`src/hdl/bav_pkg.sv`:
```
package bav_pkg;

   // ----------------------------------------------------------------
   // Register map
   // ----------------------------------------------------------------
   localparam int NUM_BUCKS = 5;
   localparam logic [7:0] CORE1_ALT_OFS = 8'hb5;
   localparam logic [7:0] PROC_ALT_OFS = 8'hb6;
   localparam logic [7:0] MEM_ALT_OFS = 8'hb7;
   localparam logic [7:0] IO_ALT_OFS = 8'hb8;
   localparam logic [7:0] PERI_ALT_OFS = 8'hb9;

   // ----------------------------------------------------------------
   // Field layout
   // ----------------------------------------------------------------
   localparam int SLEEP_BIT = 7;
   localparam int VCODE_MSB = 6;
   localparam int VCODE_W = 7;
   localparam logic [7:0] REG_RESET = 8'h00;
   localparam logic [7:0] UNMAPPED_READ = 8'h00;

   // ----------------------------------------------------------------
   // Voltage scales in millivolts
   // ----------------------------------------------------------------
   localparam logic [11:0] CORE1_BASE_MV = 12'h12c;
   localparam logic [11:0] PROC_BASE_MV = 12'h212;
   localparam logic [11:0] WIDE_BASE_MV = 12'h320;
   localparam logic [11:0] FINE_STEP_MV = 12'h00a;
   localparam logic [11:0] WIDE_STEP_MV = 12'h014;

   // ----------------------------------------------------------------
   // Buck indices
   // ----------------------------------------------------------------
   localparam int IDX_CORE1 = 0;
   localparam int IDX_PROC = 1;
   localparam int IDX_MEM = 2;
   localparam int IDX_IO = 3;
   localparam int IDX_PERI = 4;

endpackage : bav_pkg

```
`src/hdl/bav_regs.sv`:
```
`timescale 1ns/1ps
module bav_regs (
   // Clock and reset
   input wire logic core_clk,
   input wire logic rstn,
   // Register port
   input wire logic [7:0] reg_addr,
   input wire logic [7:0] reg_wdata,
   input wire logic reg_wr,
   input wire logic reg_rd,
   output logic [7:0] reg_rdata,
   // Converter controls
   output logic [4:0] alt_sleep_select,
   output logic [34:0] alt_vcode,
   output logic [11:0] core1_target_mv,
   output logic [11:0] processor_target_mv,
   output logic [11:0] memory_target_mv,
   output logic [11:0] io_target_mv,
   output logic [11:0] peripheral_target_mv
);

   // ----------------------------------------------------------------
   // Address decode
   // ----------------------------------------------------------------
   function automatic logic [5:0] addr_sel(input logic [7:0] a);
      logic [5:0] s;
      s = 6'h00;
      unique case (a)
         bav_pkg::CORE1_ALT_OFS: s = 6'h01;
         bav_pkg::PROC_ALT_OFS: s = 6'h02;
         bav_pkg::MEM_ALT_OFS: s = 6'h04;
         bav_pkg::IO_ALT_OFS: s = 6'h08;
         bav_pkg::PERI_ALT_OFS: s = 6'h10;
         default: s = 6'h20;
      endcase
      return s;
   endfunction : addr_sel

   logic [7:0] alt_r [bav_pkg::NUM_BUCKS];
   logic [7:0] alt_nxt [bav_pkg::NUM_BUCKS];
   logic [7:0] rdata_r;
   logic [7:0] rdata_nxt;
   logic [5:0] sel;
   logic [4:0] sleep_r;
   logic [4:0] sleep_nxt;
   logic [34:0] vcode_r;
   logic [34:0] vcode_nxt;

   assign sel = addr_sel(reg_addr);

   // ----------------------------------------------------------------
   // Register storage
   // ----------------------------------------------------------------
   always_comb begin
      for (int i = 0; i < bav_pkg::NUM_BUCKS; i++) begin
         alt_nxt[i] = alt_r[i];
         if (reg_wr && sel[i]) begin
            alt_nxt[i] = reg_wdata;
         end
      end
   end

   always_ff @(posedge core_clk or negedge rstn) begin
      if (!rstn) begin
         for (int i = 0; i < bav_pkg::NUM_BUCKS; i++) begin
            alt_r[i] <= bav_pkg::REG_RESET;
         end
      end else begin
         for (int i = 0; i < bav_pkg::NUM_BUCKS; i++) begin
            alt_r[i] <= alt_nxt[i];
         end
      end
   end

   // ----------------------------------------------------------------
   // Read path
   // ----------------------------------------------------------------
   always_comb begin
      rdata_nxt = bav_pkg::UNMAPPED_READ;
      if (reg_rd) begin
         for (int i = 0; i < bav_pkg::NUM_BUCKS; i++) begin
            if (sel[i]) begin
               rdata_nxt = alt_r[i];
            end
         end
      end
   end

   always_ff @(posedge core_clk or negedge rstn) begin
      if (!rstn) begin
         rdata_r <= 8'h00;
      end else begin
         rdata_r <= rdata_nxt;
      end
   end

   assign reg_rdata = rdata_r;

   // ----------------------------------------------------------------
   // Mode and code outputs
   // ----------------------------------------------------------------
   // Outputs take the written value on the same edge as the register, so the converters see a registered,
   // glitch-free mode even while software rewrites the word.
   always_comb begin
      for (int i = 0; i < bav_pkg::NUM_BUCKS; i++) begin
         sleep_nxt[i] = alt_nxt[i][bav_pkg::SLEEP_BIT];
         vcode_nxt[i*7 +: 7] = alt_nxt[i][bav_pkg::VCODE_MSB:0];
      end
   end

   always_ff @(posedge core_clk or negedge rstn) begin
      if (!rstn) begin
         sleep_r <= 5'h00;
         vcode_r <= 35'h0;
      end else begin
         sleep_r <= sleep_nxt;
         vcode_r <= vcode_nxt;
      end
   end

   assign alt_sleep_select = sleep_r;
   assign alt_vcode = vcode_r;

   // ----------------------------------------------------------------
   // Target voltage decode
   // ----------------------------------------------------------------
   // core1 fine scale
   bav_volt_map #(.BASE_MV(bav_pkg::CORE1_BASE_MV), .STEP_MV(bav_pkg::FINE_STEP_MV)) u_core1 (
      .core_clk(core_clk), .rstn(rstn), .vcode(vcode_r[6:0]), .target_mv(core1_target_mv));
   bav_volt_map #(.BASE_MV(bav_pkg::PROC_BASE_MV), .STEP_MV(bav_pkg::FINE_STEP_MV)) u_proc (
      .core_clk(core_clk), .rstn(rstn), .vcode(vcode_r[13:7]), .target_mv(processor_target_mv));
   bav_volt_map #(.BASE_MV(bav_pkg::WIDE_BASE_MV), .STEP_MV(bav_pkg::WIDE_STEP_MV)) u_mem (
      .core_clk(core_clk), .rstn(rstn), .vcode(vcode_r[20:14]), .target_mv(memory_target_mv));
   bav_volt_map #(.BASE_MV(bav_pkg::WIDE_BASE_MV), .STEP_MV(bav_pkg::WIDE_STEP_MV)) u_io (
      .core_clk(core_clk), .rstn(rstn), .vcode(vcode_r[27:21]), .target_mv(io_target_mv));
   bav_volt_map #(.BASE_MV(bav_pkg::WIDE_BASE_MV), .STEP_MV(bav_pkg::WIDE_STEP_MV)) u_peri (
      .core_clk(core_clk), .rstn(rstn), .vcode(vcode_r[34:28]), .target_mv(peripheral_target_mv));

   // ----------------------------------------------------------------
   // Checks
   // ----------------------------------------------------------------
   // core1 target value
   core1_target_a: assert property (@(posedge core_clk) disable iff (!rstn)
      reg_wr && reg_addr == bav_pkg::CORE1_ALT_OFS ##2 1 |-> core1_target_mv ==
      12'(12'd300 + 12'd10 * 12'($past(reg_wdata[6:0], 2))))
      else $error("core1 target wrong");
   proc_target_a: assert property (@(posedge core_clk) disable iff (!rstn)
      vcode_r[13:7] == 7'h43 |=> processor_target_mv == 12'd1200)
      else $error("processor target wrong");
   wide_top_a: assert property (@(posedge core_clk) disable iff (!rstn)
      vcode_r[20:14] == 7'h7f |=> memory_target_mv == 12'd3340)
      else $error("memory top wrong");
   io_base_a: assert property (@(posedge core_clk) disable iff (!rstn)
      rstn && vcode_r[27:21] == 7'h00 |=> io_target_mv == 12'd800)
      else $error("io base wrong");
   mem_sleep_a: assert property (@(posedge core_clk) disable iff (!rstn)
      reg_wr && reg_addr == bav_pkg::MEM_ALT_OFS |=> alt_sleep_select[2] == $past(reg_wdata[7]))
      else $error("memory sleep wrong");
   io_sleep_a: assert property (@(posedge core_clk) disable iff (!rstn)
      reg_wr && reg_addr == bav_pkg::IO_ALT_OFS |=> alt_sleep_select[3] == $past(reg_wdata[7]))
      else $error("io sleep wrong");
   peri_sleep_a: assert property (@(posedge core_clk) disable iff (!rstn)
      reg_wr && reg_addr == bav_pkg::PERI_ALT_OFS |=> alt_sleep_select[4] == $past(reg_wdata[7]))
      else $error("peripheral sleep wrong");
   cp_sleep_a: assert property (@(posedge core_clk) disable iff (!rstn)
      reg_wr && reg_addr == bav_pkg::PROC_ALT_OFS |=> alt_sleep_select[1] == $past(reg_wdata[7])
      && alt_vcode[13:7] == $past(reg_wdata[6:0]))
      else $error("processor word wrong");
   read_back_a: assert property (@(posedge core_clk) disable iff (!rstn)
      reg_rd && reg_addr == bav_pkg::CORE1_ALT_OFS |=> reg_rdata == {alt_sleep_select[0], alt_vcode[6:0]})
      else $error("read back wrong");
   core1_base_a: assert property (@(posedge core_clk) disable iff (!rstn)
      rstn && vcode_r[6:0] == 7'h00
      |=> core1_target_mv == 12'd300)
      else $error("core1 base wrong");
   core1_top_a: assert property (@(posedge core_clk) disable iff (!rstn)
      vcode_r[6:0] == 7'h7f
      |=> core1_target_mv == 12'd1570)
      else $error("core1 top wrong");
   core1_word_a: assert property (@(posedge core_clk) disable iff (!rstn)
      reg_wr && reg_addr == bav_pkg::CORE1_ALT_OFS
      |=> alt_sleep_select[0] == $past(reg_wdata[7]) && alt_vcode[6:0] == $past(reg_wdata[6:0]))
      else $error("core1 word wrong");
   proc_base_a: assert property (@(posedge core_clk) disable iff (!rstn)
      rstn && vcode_r[13:7] == 7'h00
      |=> processor_target_mv == 12'd530)
      else $error("processor base wrong");
   proc_step_a: assert property (@(posedge core_clk) disable iff (!rstn)
      reg_wr && reg_addr == bav_pkg::PROC_ALT_OFS ##2 1
      |-> processor_target_mv == 12'(12'd530 + 12'd10 * 12'($past(reg_wdata[6:0], 2))))
      else $error("processor step wrong");
   proc_top_a: assert property (@(posedge core_clk) disable iff (!rstn)
      vcode_r[13:7] == 7'h7f
      |=> processor_target_mv == 12'd1800)
      else $error("processor top wrong");
   mem_base_a: assert property (@(posedge core_clk) disable iff (!rstn)
      rstn && vcode_r[20:14] == 7'h00
      |=> memory_target_mv == 12'd800)
      else $error("memory base wrong");
   mem_step_a: assert property (@(posedge core_clk) disable iff (!rstn)
      reg_wr && reg_addr == bav_pkg::MEM_ALT_OFS ##2 1
      |-> memory_target_mv == 12'(12'd800 + 12'd20 * 12'($past(reg_wdata[6:0], 2))))
      else $error("memory step wrong");
   mem_code_a: assert property (@(posedge core_clk) disable iff (!rstn)
      reg_wr && reg_addr == bav_pkg::MEM_ALT_OFS
      |=> alt_vcode[20:14] == $past(reg_wdata[6:0]))
      else $error("memory code wrong");
   io_top_a: assert property (@(posedge core_clk) disable iff (!rstn)
      vcode_r[27:21] == 7'h7f
      |=> io_target_mv == 12'd3340)
      else $error("io top wrong");
   io_step_a: assert property (@(posedge core_clk) disable iff (!rstn)
      reg_wr && reg_addr == bav_pkg::IO_ALT_OFS ##2 1
      |-> io_target_mv == 12'(12'd800 + 12'd20 * 12'($past(reg_wdata[6:0], 2))))
      else $error("io step wrong");
   io_code_a: assert property (@(posedge core_clk) disable iff (!rstn)
      reg_wr && reg_addr == bav_pkg::IO_ALT_OFS
      |=> alt_vcode[27:21] == $past(reg_wdata[6:0]))
      else $error("io code wrong");
   peri_base_a: assert property (@(posedge core_clk) disable iff (!rstn)
      rstn && vcode_r[34:28] == 7'h00
      |=> peripheral_target_mv == 12'd800)
      else $error("peripheral base wrong");
   peri_step_a: assert property (@(posedge core_clk) disable iff (!rstn)
      reg_wr && reg_addr == bav_pkg::PERI_ALT_OFS ##2 1
      |-> peripheral_target_mv == 12'(12'd800 + 12'd20 * 12'($past(reg_wdata[6:0], 2))))
      else $error("peripheral step wrong");
   peri_code_a: assert property (@(posedge core_clk) disable iff (!rstn)
      reg_wr && reg_addr == bav_pkg::PERI_ALT_OFS
      |=> alt_vcode[34:28] == $past(reg_wdata[6:0]))
      else $error("peripheral code wrong");
   read_proc_a: assert property (@(posedge core_clk) disable iff (!rstn)
      reg_rd && reg_addr == bav_pkg::PROC_ALT_OFS
      |=> reg_rdata == {alt_sleep_select[1], alt_vcode[13:7]})
      else $error("processor read wrong");
   read_mem_a: assert property (@(posedge core_clk) disable iff (!rstn)
      reg_rd && reg_addr == bav_pkg::MEM_ALT_OFS
      |=> reg_rdata == {alt_sleep_select[2], alt_vcode[20:14]})
      else $error("memory read wrong");
   read_io_a: assert property (@(posedge core_clk) disable iff (!rstn)
      reg_rd && reg_addr == bav_pkg::IO_ALT_OFS
      |=> reg_rdata == {alt_sleep_select[3], alt_vcode[27:21]})
      else $error("io read wrong");
   read_peri_a: assert property (@(posedge core_clk) disable iff (!rstn)
      reg_rd && reg_addr == bav_pkg::PERI_ALT_OFS
      |=> reg_rdata == {alt_sleep_select[4], alt_vcode[34:28]})
      else $error("peripheral read wrong");
   // Read data fall back to zero outside the answering cycle.
   rdata_idle_a: assert property (@(posedge core_clk) disable iff (!rstn)
      !reg_rd
      |=> reg_rdata == bav_pkg::UNMAPPED_READ)
      else $error("idle read data wrong");
   // Writes outside the map leave every converter setting alone.
   unmapped_wr_a: assert property (@(posedge core_clk) disable iff (!rstn)
      reg_wr && (reg_addr < bav_pkg::CORE1_ALT_OFS || reg_addr > bav_pkg::PERI_ALT_OFS)
      |=> $stable(alt_sleep_select) && $stable(alt_vcode))
      else $error("unmapped write changed a setting");
   // Every setting is cleared while reset is held.
   rst_clear_a: assert property (@(posedge core_clk)
      !rstn ##1 !rstn
      |-> alt_sleep_select == 5'h00 && alt_vcode == 35'h0 && reg_rdata == 8'h00 && core1_target_mv == 12'h000)
      else $error("reset state wrong");

   wr_core1_c: cover property (@(posedge core_clk) disable iff (!rstn)
      reg_wr && reg_addr == bav_pkg::CORE1_ALT_OFS);
   rd_peri_c: cover property (@(posedge core_clk) disable iff (!rstn)
      reg_rd && reg_addr == bav_pkg::PERI_ALT_OFS);
   sleep_mem_c: cover property (@(posedge core_clk) disable iff (!rstn) alt_sleep_select[2]);
   unmapped_c: cover property (@(posedge core_clk) disable iff (!rstn) reg_rd && sel[5]);
   wr_then_rd_c: cover property (@(posedge core_clk) disable iff (!rstn) reg_wr ##1 reg_rd);

endmodule : bav_regs

```
`src/hdl/bav_volt_map.sv`:
```
`timescale 1ns/1ps
module bav_volt_map #(
   parameter logic [11:0] BASE_MV = 12'h000,
   parameter logic [11:0] STEP_MV = 12'h000
) (
   // Clock and reset
   input wire logic core_clk,
   input wire logic rstn,
   // Code in, target out
   input wire logic [6:0] vcode,
   output logic [11:0] target_mv
);

   logic [11:0] target_nxt;

   always_comb begin
      target_nxt = 12'(BASE_MV + 12'({5'h00, vcode}) * STEP_MV);
   end

   always_ff @(posedge core_clk or negedge rstn) begin
      if (!rstn) begin
         target_mv <= 12'h000;
      end else begin
         target_mv <= target_nxt;
      end
   end

endmodule : bav_volt_map

```
`config.mk`:
```
export PLATFORM = sky130hd
export DESIGN_NAME = bav_regs
export DESIGN_NICKNAME = d
export VERILOG_FILES = /design/src/hdl/bav_pkg.sv /design/src/hdl/bav_regs.sv /design/src/hdl/bav_volt_map.sv
export SDC_FILE = /design/constraint.sdc
export NUM_CORES = 1
export LEC_CHECK = 0
export ABC_AREA = 1
export BUFFER_PORTS_ARGS = -buffer_cell sky130_fd_sc_hd__buf_2
export CORE_MARGIN = 4
export CORE_UTILIZATION = 40
export DETAILED_ROUTE_END_ITERATION = 10
export PLACE_DENSITY = 0.67
export SETUP_SLACK_MARGIN = 0.5
export SLEW_MARGIN = 10
export SYNTH_ARGS = -nofsm -noshare
export SYNTH_HDL_FRONTEND = slang
export SYNTH_HIERARCHICAL = 1
export SYNTH_SLANG_ARGS = --single-unit
```
`constraint.sdc`:
```
create_clock -name core_clk -period 2.6 [get_ports core_clk]
set_clock_uncertainty 0.2 [all_clocks]
set_input_delay 0.26 -clock core_clk [delete_from_list [all_inputs] [get_ports core_clk]]
set_output_delay 0.26 -clock core_clk [all_outputs]
set_load 0.02 [all_outputs]
```
# ---- Word level (Yosys, flattened, before mapping)
# Index checks and enable logic that the tools add are counted.
dict set report word_totals {
  reg_bits 148
  inputBits 20
  out_inout_bits 108
  elab_cells 45
}
dict set report op_classes {
  n_addsub 5
  multipliers 5
  n_eq_ne 5
  muxes 12
  n_reduce_logical 5
}
# cell count
set op_table {}
lappend op_table {{$mux 8} 11}
lappend op_table {{$mul 7x3->10 const B} 5}
lappend op_table {{$eq 8x8->1 const B} 5}
lappend op_table {{$add 10x12->12 const A} 3}
lappend op_table {{$pmux 5 s5} 1}
lappend op_table {{$add 10x11->12 const A} 1}
lappend op_table {{$add 9x11->12 const A} 1}
lappend op_table {{$logic_and 1x1->1} 5}

# ---- Logic depth before layout (Yosys ltp)
dict set report logic_depth {
  word_depth 8
  mapped_depth 12
  mapped_depth_nobuf 12
}

# ---- Modules after synthesis
# The synthesis kept the hierarchy.
# module n_inst cells_per_inst area_per_inst_um2 seq_area_each_um2
set modules_own_cells {}
lappend modules_own_cells {bav_regs 1 259 2396.0 1201.2}
lappend modules_own_cells {{bav_volt_map (u_io ...)} 3 77 685.7 250.2}
lappend modules_own_cells {{bav_volt_map (u_proc)} 1 86 795.8 275.3}
lappend modules_own_cells {{bav_volt_map (u_core1)} 1 85 749.5 275.3}

# ---- Least setup slack after synthesis
# Ideal clock, no wire load.
dict set report synth_timing {
  kind {register to register}
  startpoint {register vcode_r[8] (netlist: alt_vcode[8])}
  endpoint {register u_proc.target_mv[11]}
  setup_ns 0.073
  t_arrival_ns 2.141
  required_ns 2.327
  setup_slack_ns 0.186
  stages_incl_launch_ff 10
  n_path_buf 0
  synth_period_minus_slack_ns 2.414
  cell_sequence {dfrtp_1 -> ha_1 -> ha_1 -> fa_1 -> nand2_1 -> nor2_4 -> nand3_2 -> nor2_4 -> inv_1 -> a21oi_2}
}
dict set report synth_between {
  elab_chain_len 2
}
# element line
set synth_lines {}
lappend synth_lines {{start, declared} bav_regs.sv:46} ;# logic [34:0] vcode_r;
lappend synth_lines {{start signal, assigned} bav_regs.sv:117} ;# vcode_r <= vcode_nxt;
lappend synth_lines {{$mul 7x3->10} bav_volt_map.sv:17} ;# target_nxt = 12'(BASE_MV + 12'({5'h00, vcode}) * STEP_MV);
lappend synth_lines {{$add 10x11->12} bav_volt_map.sv:17}
lappend synth_lines {{via u_proc.target_nxt[11]} bav_volt_map.sv:14} ;# logic [11:0] target_nxt;
lappend synth_lines {{end signal, assigned} bav_volt_map.sv:24} ;# target_mv <= target_nxt;
lappend synth_lines {{end, declared} bav_volt_map.sv:11} ;# output logic [11:0] target_mv
# The timed path passes the listed nets, and every way through them passes these cells.

# ---- Worst setup path in the final report
dict set report layout_timing {
  startpoint {register vcode_r[8] (netlist: alt_vcode[8])}
  endpoint {register u_proc.target_mv[10]}
}
# Same word-level chain as after synthesis.

==> summary.txt <==
Setup path
  • RR Endpoint: u_proc/target_mv[10]
  • CP required: 2.65 ns
  • Crit path launch type: flip-flop
  • Setup crit start: alt_vcode[8]
  • Slowest cell delay on critical path: 0.43 ns
  • Crit path DAT: 2.23 ns
  • CP endpoint: u_proc/target_mv[10]
  • R2R setup slack: 0.42 ns
  • Most used cell, CP: nand2_1
  • Reg2Reg Launch Point: alt_vcode[8]
  • Worst r2r path cells: 11
  • CP Cell Sequence: ha_4, ha_4, fa_2, nand3_2, nand3b_1, nand2_4, inv_2, nand2_2, nand2_1, nand2_1, nand2_1
  • Crit path kind: reg2reg
  • Crit path capture type: flip-flop
  • Crit path max fanout: 3
  • Crit path max-delay cell type: dfrtp_2

Timing
  • Setup TNS: 0 ns
  • Slew Limit Headroom: 0.6327
  • Setup violators final: 0
  • Hold slack final: 0.02570 ns
  • RSZ-0062 raised after global routing: true
  • Fmax: 0.4589 GHz
  • Tmin final: 2.179 ns
  • Final worst-path cycle share: 0.8381
  • Slew @ Worst Pin: 0.5452 ns
  • Final Hold Fails: 0
  • Final number of max-transition violations: 0

Routing
  • Antenna-violating nets left: 0
  • Starting DRT DRC Count: 262
  • Metal1 wirelength: 6.655 mm
  • Vias/cell: 4.923
  • Wire length on met3: 882 um
  • WL met2: 7.297 mm
  • Residual DRC count: 0
  • DR pass1 iterations: 7
  • Highest Signal Layer: met4
  • DR vias: 4997
  • Drt wl/cell: 14.87 um
  • Drt total wl: 15.09 mm

CTS
  • CTS Buffer Depth: 2
  • TritonCTS buffer count: 9
  • CTS Sinks: 100
  • CTS root buf: clkbuf_16
  • CTS tree: built
  • Clock latency on the worst-skew pair: 0.36 ns
  • Htree depth: 3
  • Clock slew at reported path FFs: 0.07 ns

Global route
  • GRT Total Usage: 0.1813
  • Vias in the first global route: 4882
  • Initial antenna violation count: 0
  • First-pass GRT wire length: 24.03 mm
  • Gr ovfl total: 0
  • Largest net degree at the start of global routing: 53

Synthesis
  • Avg Cell Area, Syn: 9.075 um^2
  • Mapped Cells: 661
  • Cell Area, Synth: 5998 um^2
  • Yosys top cell area share: 0.4172
  • Yosys warning count: 6
  • Seq/Total Area, Yosys: 0.4172
  • Synth area leaders: dfrtp_1 42%, ha_1 11%, nand2_1 9.8%
  • Post-synth cell types: 31
  • Area leader, netlist: dfrtp_1
  • Synth Register Bits: 100

Final layout
  • # fillers: 1323
  • ANT cells: 0
  • Area taken by multi-input logic gates: 3567 um^2
  • Area Overhead vs Synth: 32.92%
  • FF/Latch Area: 2536 um^2
  • Share of layout cells above drive strength 1: 0.3995
  • Nets: 906

Placed design
  • Detailed Place HPWL: 10.93 mm
  • Input/output buffers: 119
  • Routability cong.: 0.8360

Floorplan
  • Core area: 14590 um^2
  • Row cnt: 44
  • Die span in x: 130.5 um
  • Initial Util: 0.4111
  • Die area: 17020 um^2
  • Boundary Pins: 128
  • DIE HEIGHT: 130.5 um

Worst hold path
  • Worst Hold Depth: 3
  • Hold WC Path Type: in2reg

Pwr
  • Power density cells: 659.8 nW/um^2
  • Leak pwr: 0.004136 uW
  • VDD IR max: 474.8 uV

Job
  • Number of max-cap violations: 0

Outcome
  • Status: finished clean
==> cells in the mapped netlist, drive strengths merged <==
| cell | instances |
|---|---|
| nand3 | 86 |
| ha | 55 |
| nand2 | 178 |
| nand4 | 7 |
| nor2 | 23 |
| and2 | 1 |
| xor2 | 15 |
| fa | 5 |
| o21a | 19 |
| o21ai | 37 |
| buf | 16 |
| a21oi | 20 |
| xnor2 | 8 |
| dfrtp | 100 |
| clkbuf | 1 |
| conb | 5 |
| nand3b | 3 |
| inv | 82 |
==> critical path: cells and delay by family (launching register included) <==
kind	cells	cell delay, ns
adders and majority gates	3	0.84
buffers and inverters	1	0.05
DFF	1	0.43
and+or+nand+nor	7	0.55
==> cell type report <==
class,count,share of cell area
Multi-Input combinational cell,466,0.4474
Sequential cell,100,0.3181
Timing Repair Buffer,167,0.1259
Inverter,82,0.03861
Clock buffer,11,0.03045
Tap cell,184,0.02888
Clock inverter,5,0.01067
==> per-stage QoR <==
stage                     utilization  instance area (um^2)  instances  worst slack, ns  power (uW)
after global placement         0.4761                  6945        954           0.3836        3523
after detailed placement       0.4761                  6945        954           0.3529        3551
after floorplan                     -                  6233        665           0.3767        3102
final                          0.5465                  7973       1015           0.4210        5260
after global routing           0.5465                  7973       1015           0.3274        5583
after CTS                      0.5313                  7751       1010           0.4104        5181
==> what timing repair did <==
| item | 4_1_cts | 5_1_grt |
|---|---|---|
| endpoints found under the setup margin | 17 | 21 |
| resized for setup | 31 | 33 |
| hold endpoints to repair | 47 | 0 |
| pin swaps | 26 | 19 |
| setup buffers | 30 | 5 |
| hold buffers | 10 | 0 |
==> cells in the final DEF, fill, tap and decap left out, types with 5 or more instances in the layout <==
master and n:
ha_1 23, o21ai_0 28, nand3_1 66, dlygate4sd3_1 10
nand4_1 7, ha_2 5, dfrtp_1 73, buf_4 36
clkbuf_16 9, nand3_2 19, o21ai_2 9, ha_4 27
xor2_1 12, nor2_4 6, nand2_1 146, inv_1 73
o21a_1 19, nand2_2 24, a21oi_1 15, conb_1 9
inv_2 9, nand2_4 8, dfrtp_2 27, fa_2 5
nor2_1 11, buf_2 118
==> registers in the layout (all words and copies together) (netlist names) <==
| register | cells |
|---|---|
| alt_r | 2 |
| alt_sleep_select | 4 |
| alt_vcode | 34 |
| reg_rdata | 8 |
| u_core1/target_mv | 11 |
| u_io/target_mv | 10 |
| u_mem/target_mv | 10 |
| u_peri/target_mv | 10 |
| u_proc/target_mv | 11 |
==> power breakdown <==
group          total [uW]  internal, uW  switching, uW
combinational        1870           775           1100
sequential           1890          1790            109
clock                1500           874            621
==> worst min-delay path by stage <==
stage,to,from
2_1_floorplan,alt_r[6],rstn
3_3_place_gp,u_mem/target_mv[6],rstn
3_5_place_dp,alt_vcode[18],rstn
4_1_cts,reg_rdata[7],reg_rd
5_1_grt,reg_rdata[7],reg_rd
6_report,reg_rdata[7],reg_rd
==> kinds of logic (layout without fill, tap and decap cells) <==
| group | after synthesis | in the layout | synth area share |
|---|---|---|---|
| buf+inv | 99 | 265 | 0.07655 |
| xor+xnor | 23 | 23 | 0.03859 |
| flops | 100 | 100 | 0.4172 |
| fa+ha+maj | 60 | 60 | 0.1314 |
| compound gates | 76 | 76 | 0.07822 |
| simple gates | 298 | 298 | 0.2549 |
| other cells | 5 | 9 | 0.003129 |
==> routing by layer <==
layer / vias up / track usage
li1: 2462 / -
met1: 2391 / 0.2356
met2: 127 / 0.2987
met3: 17 / 0.04715
met4: 0 / 0.05566
met5: - / 0
(Power assumes the default switching activity.)
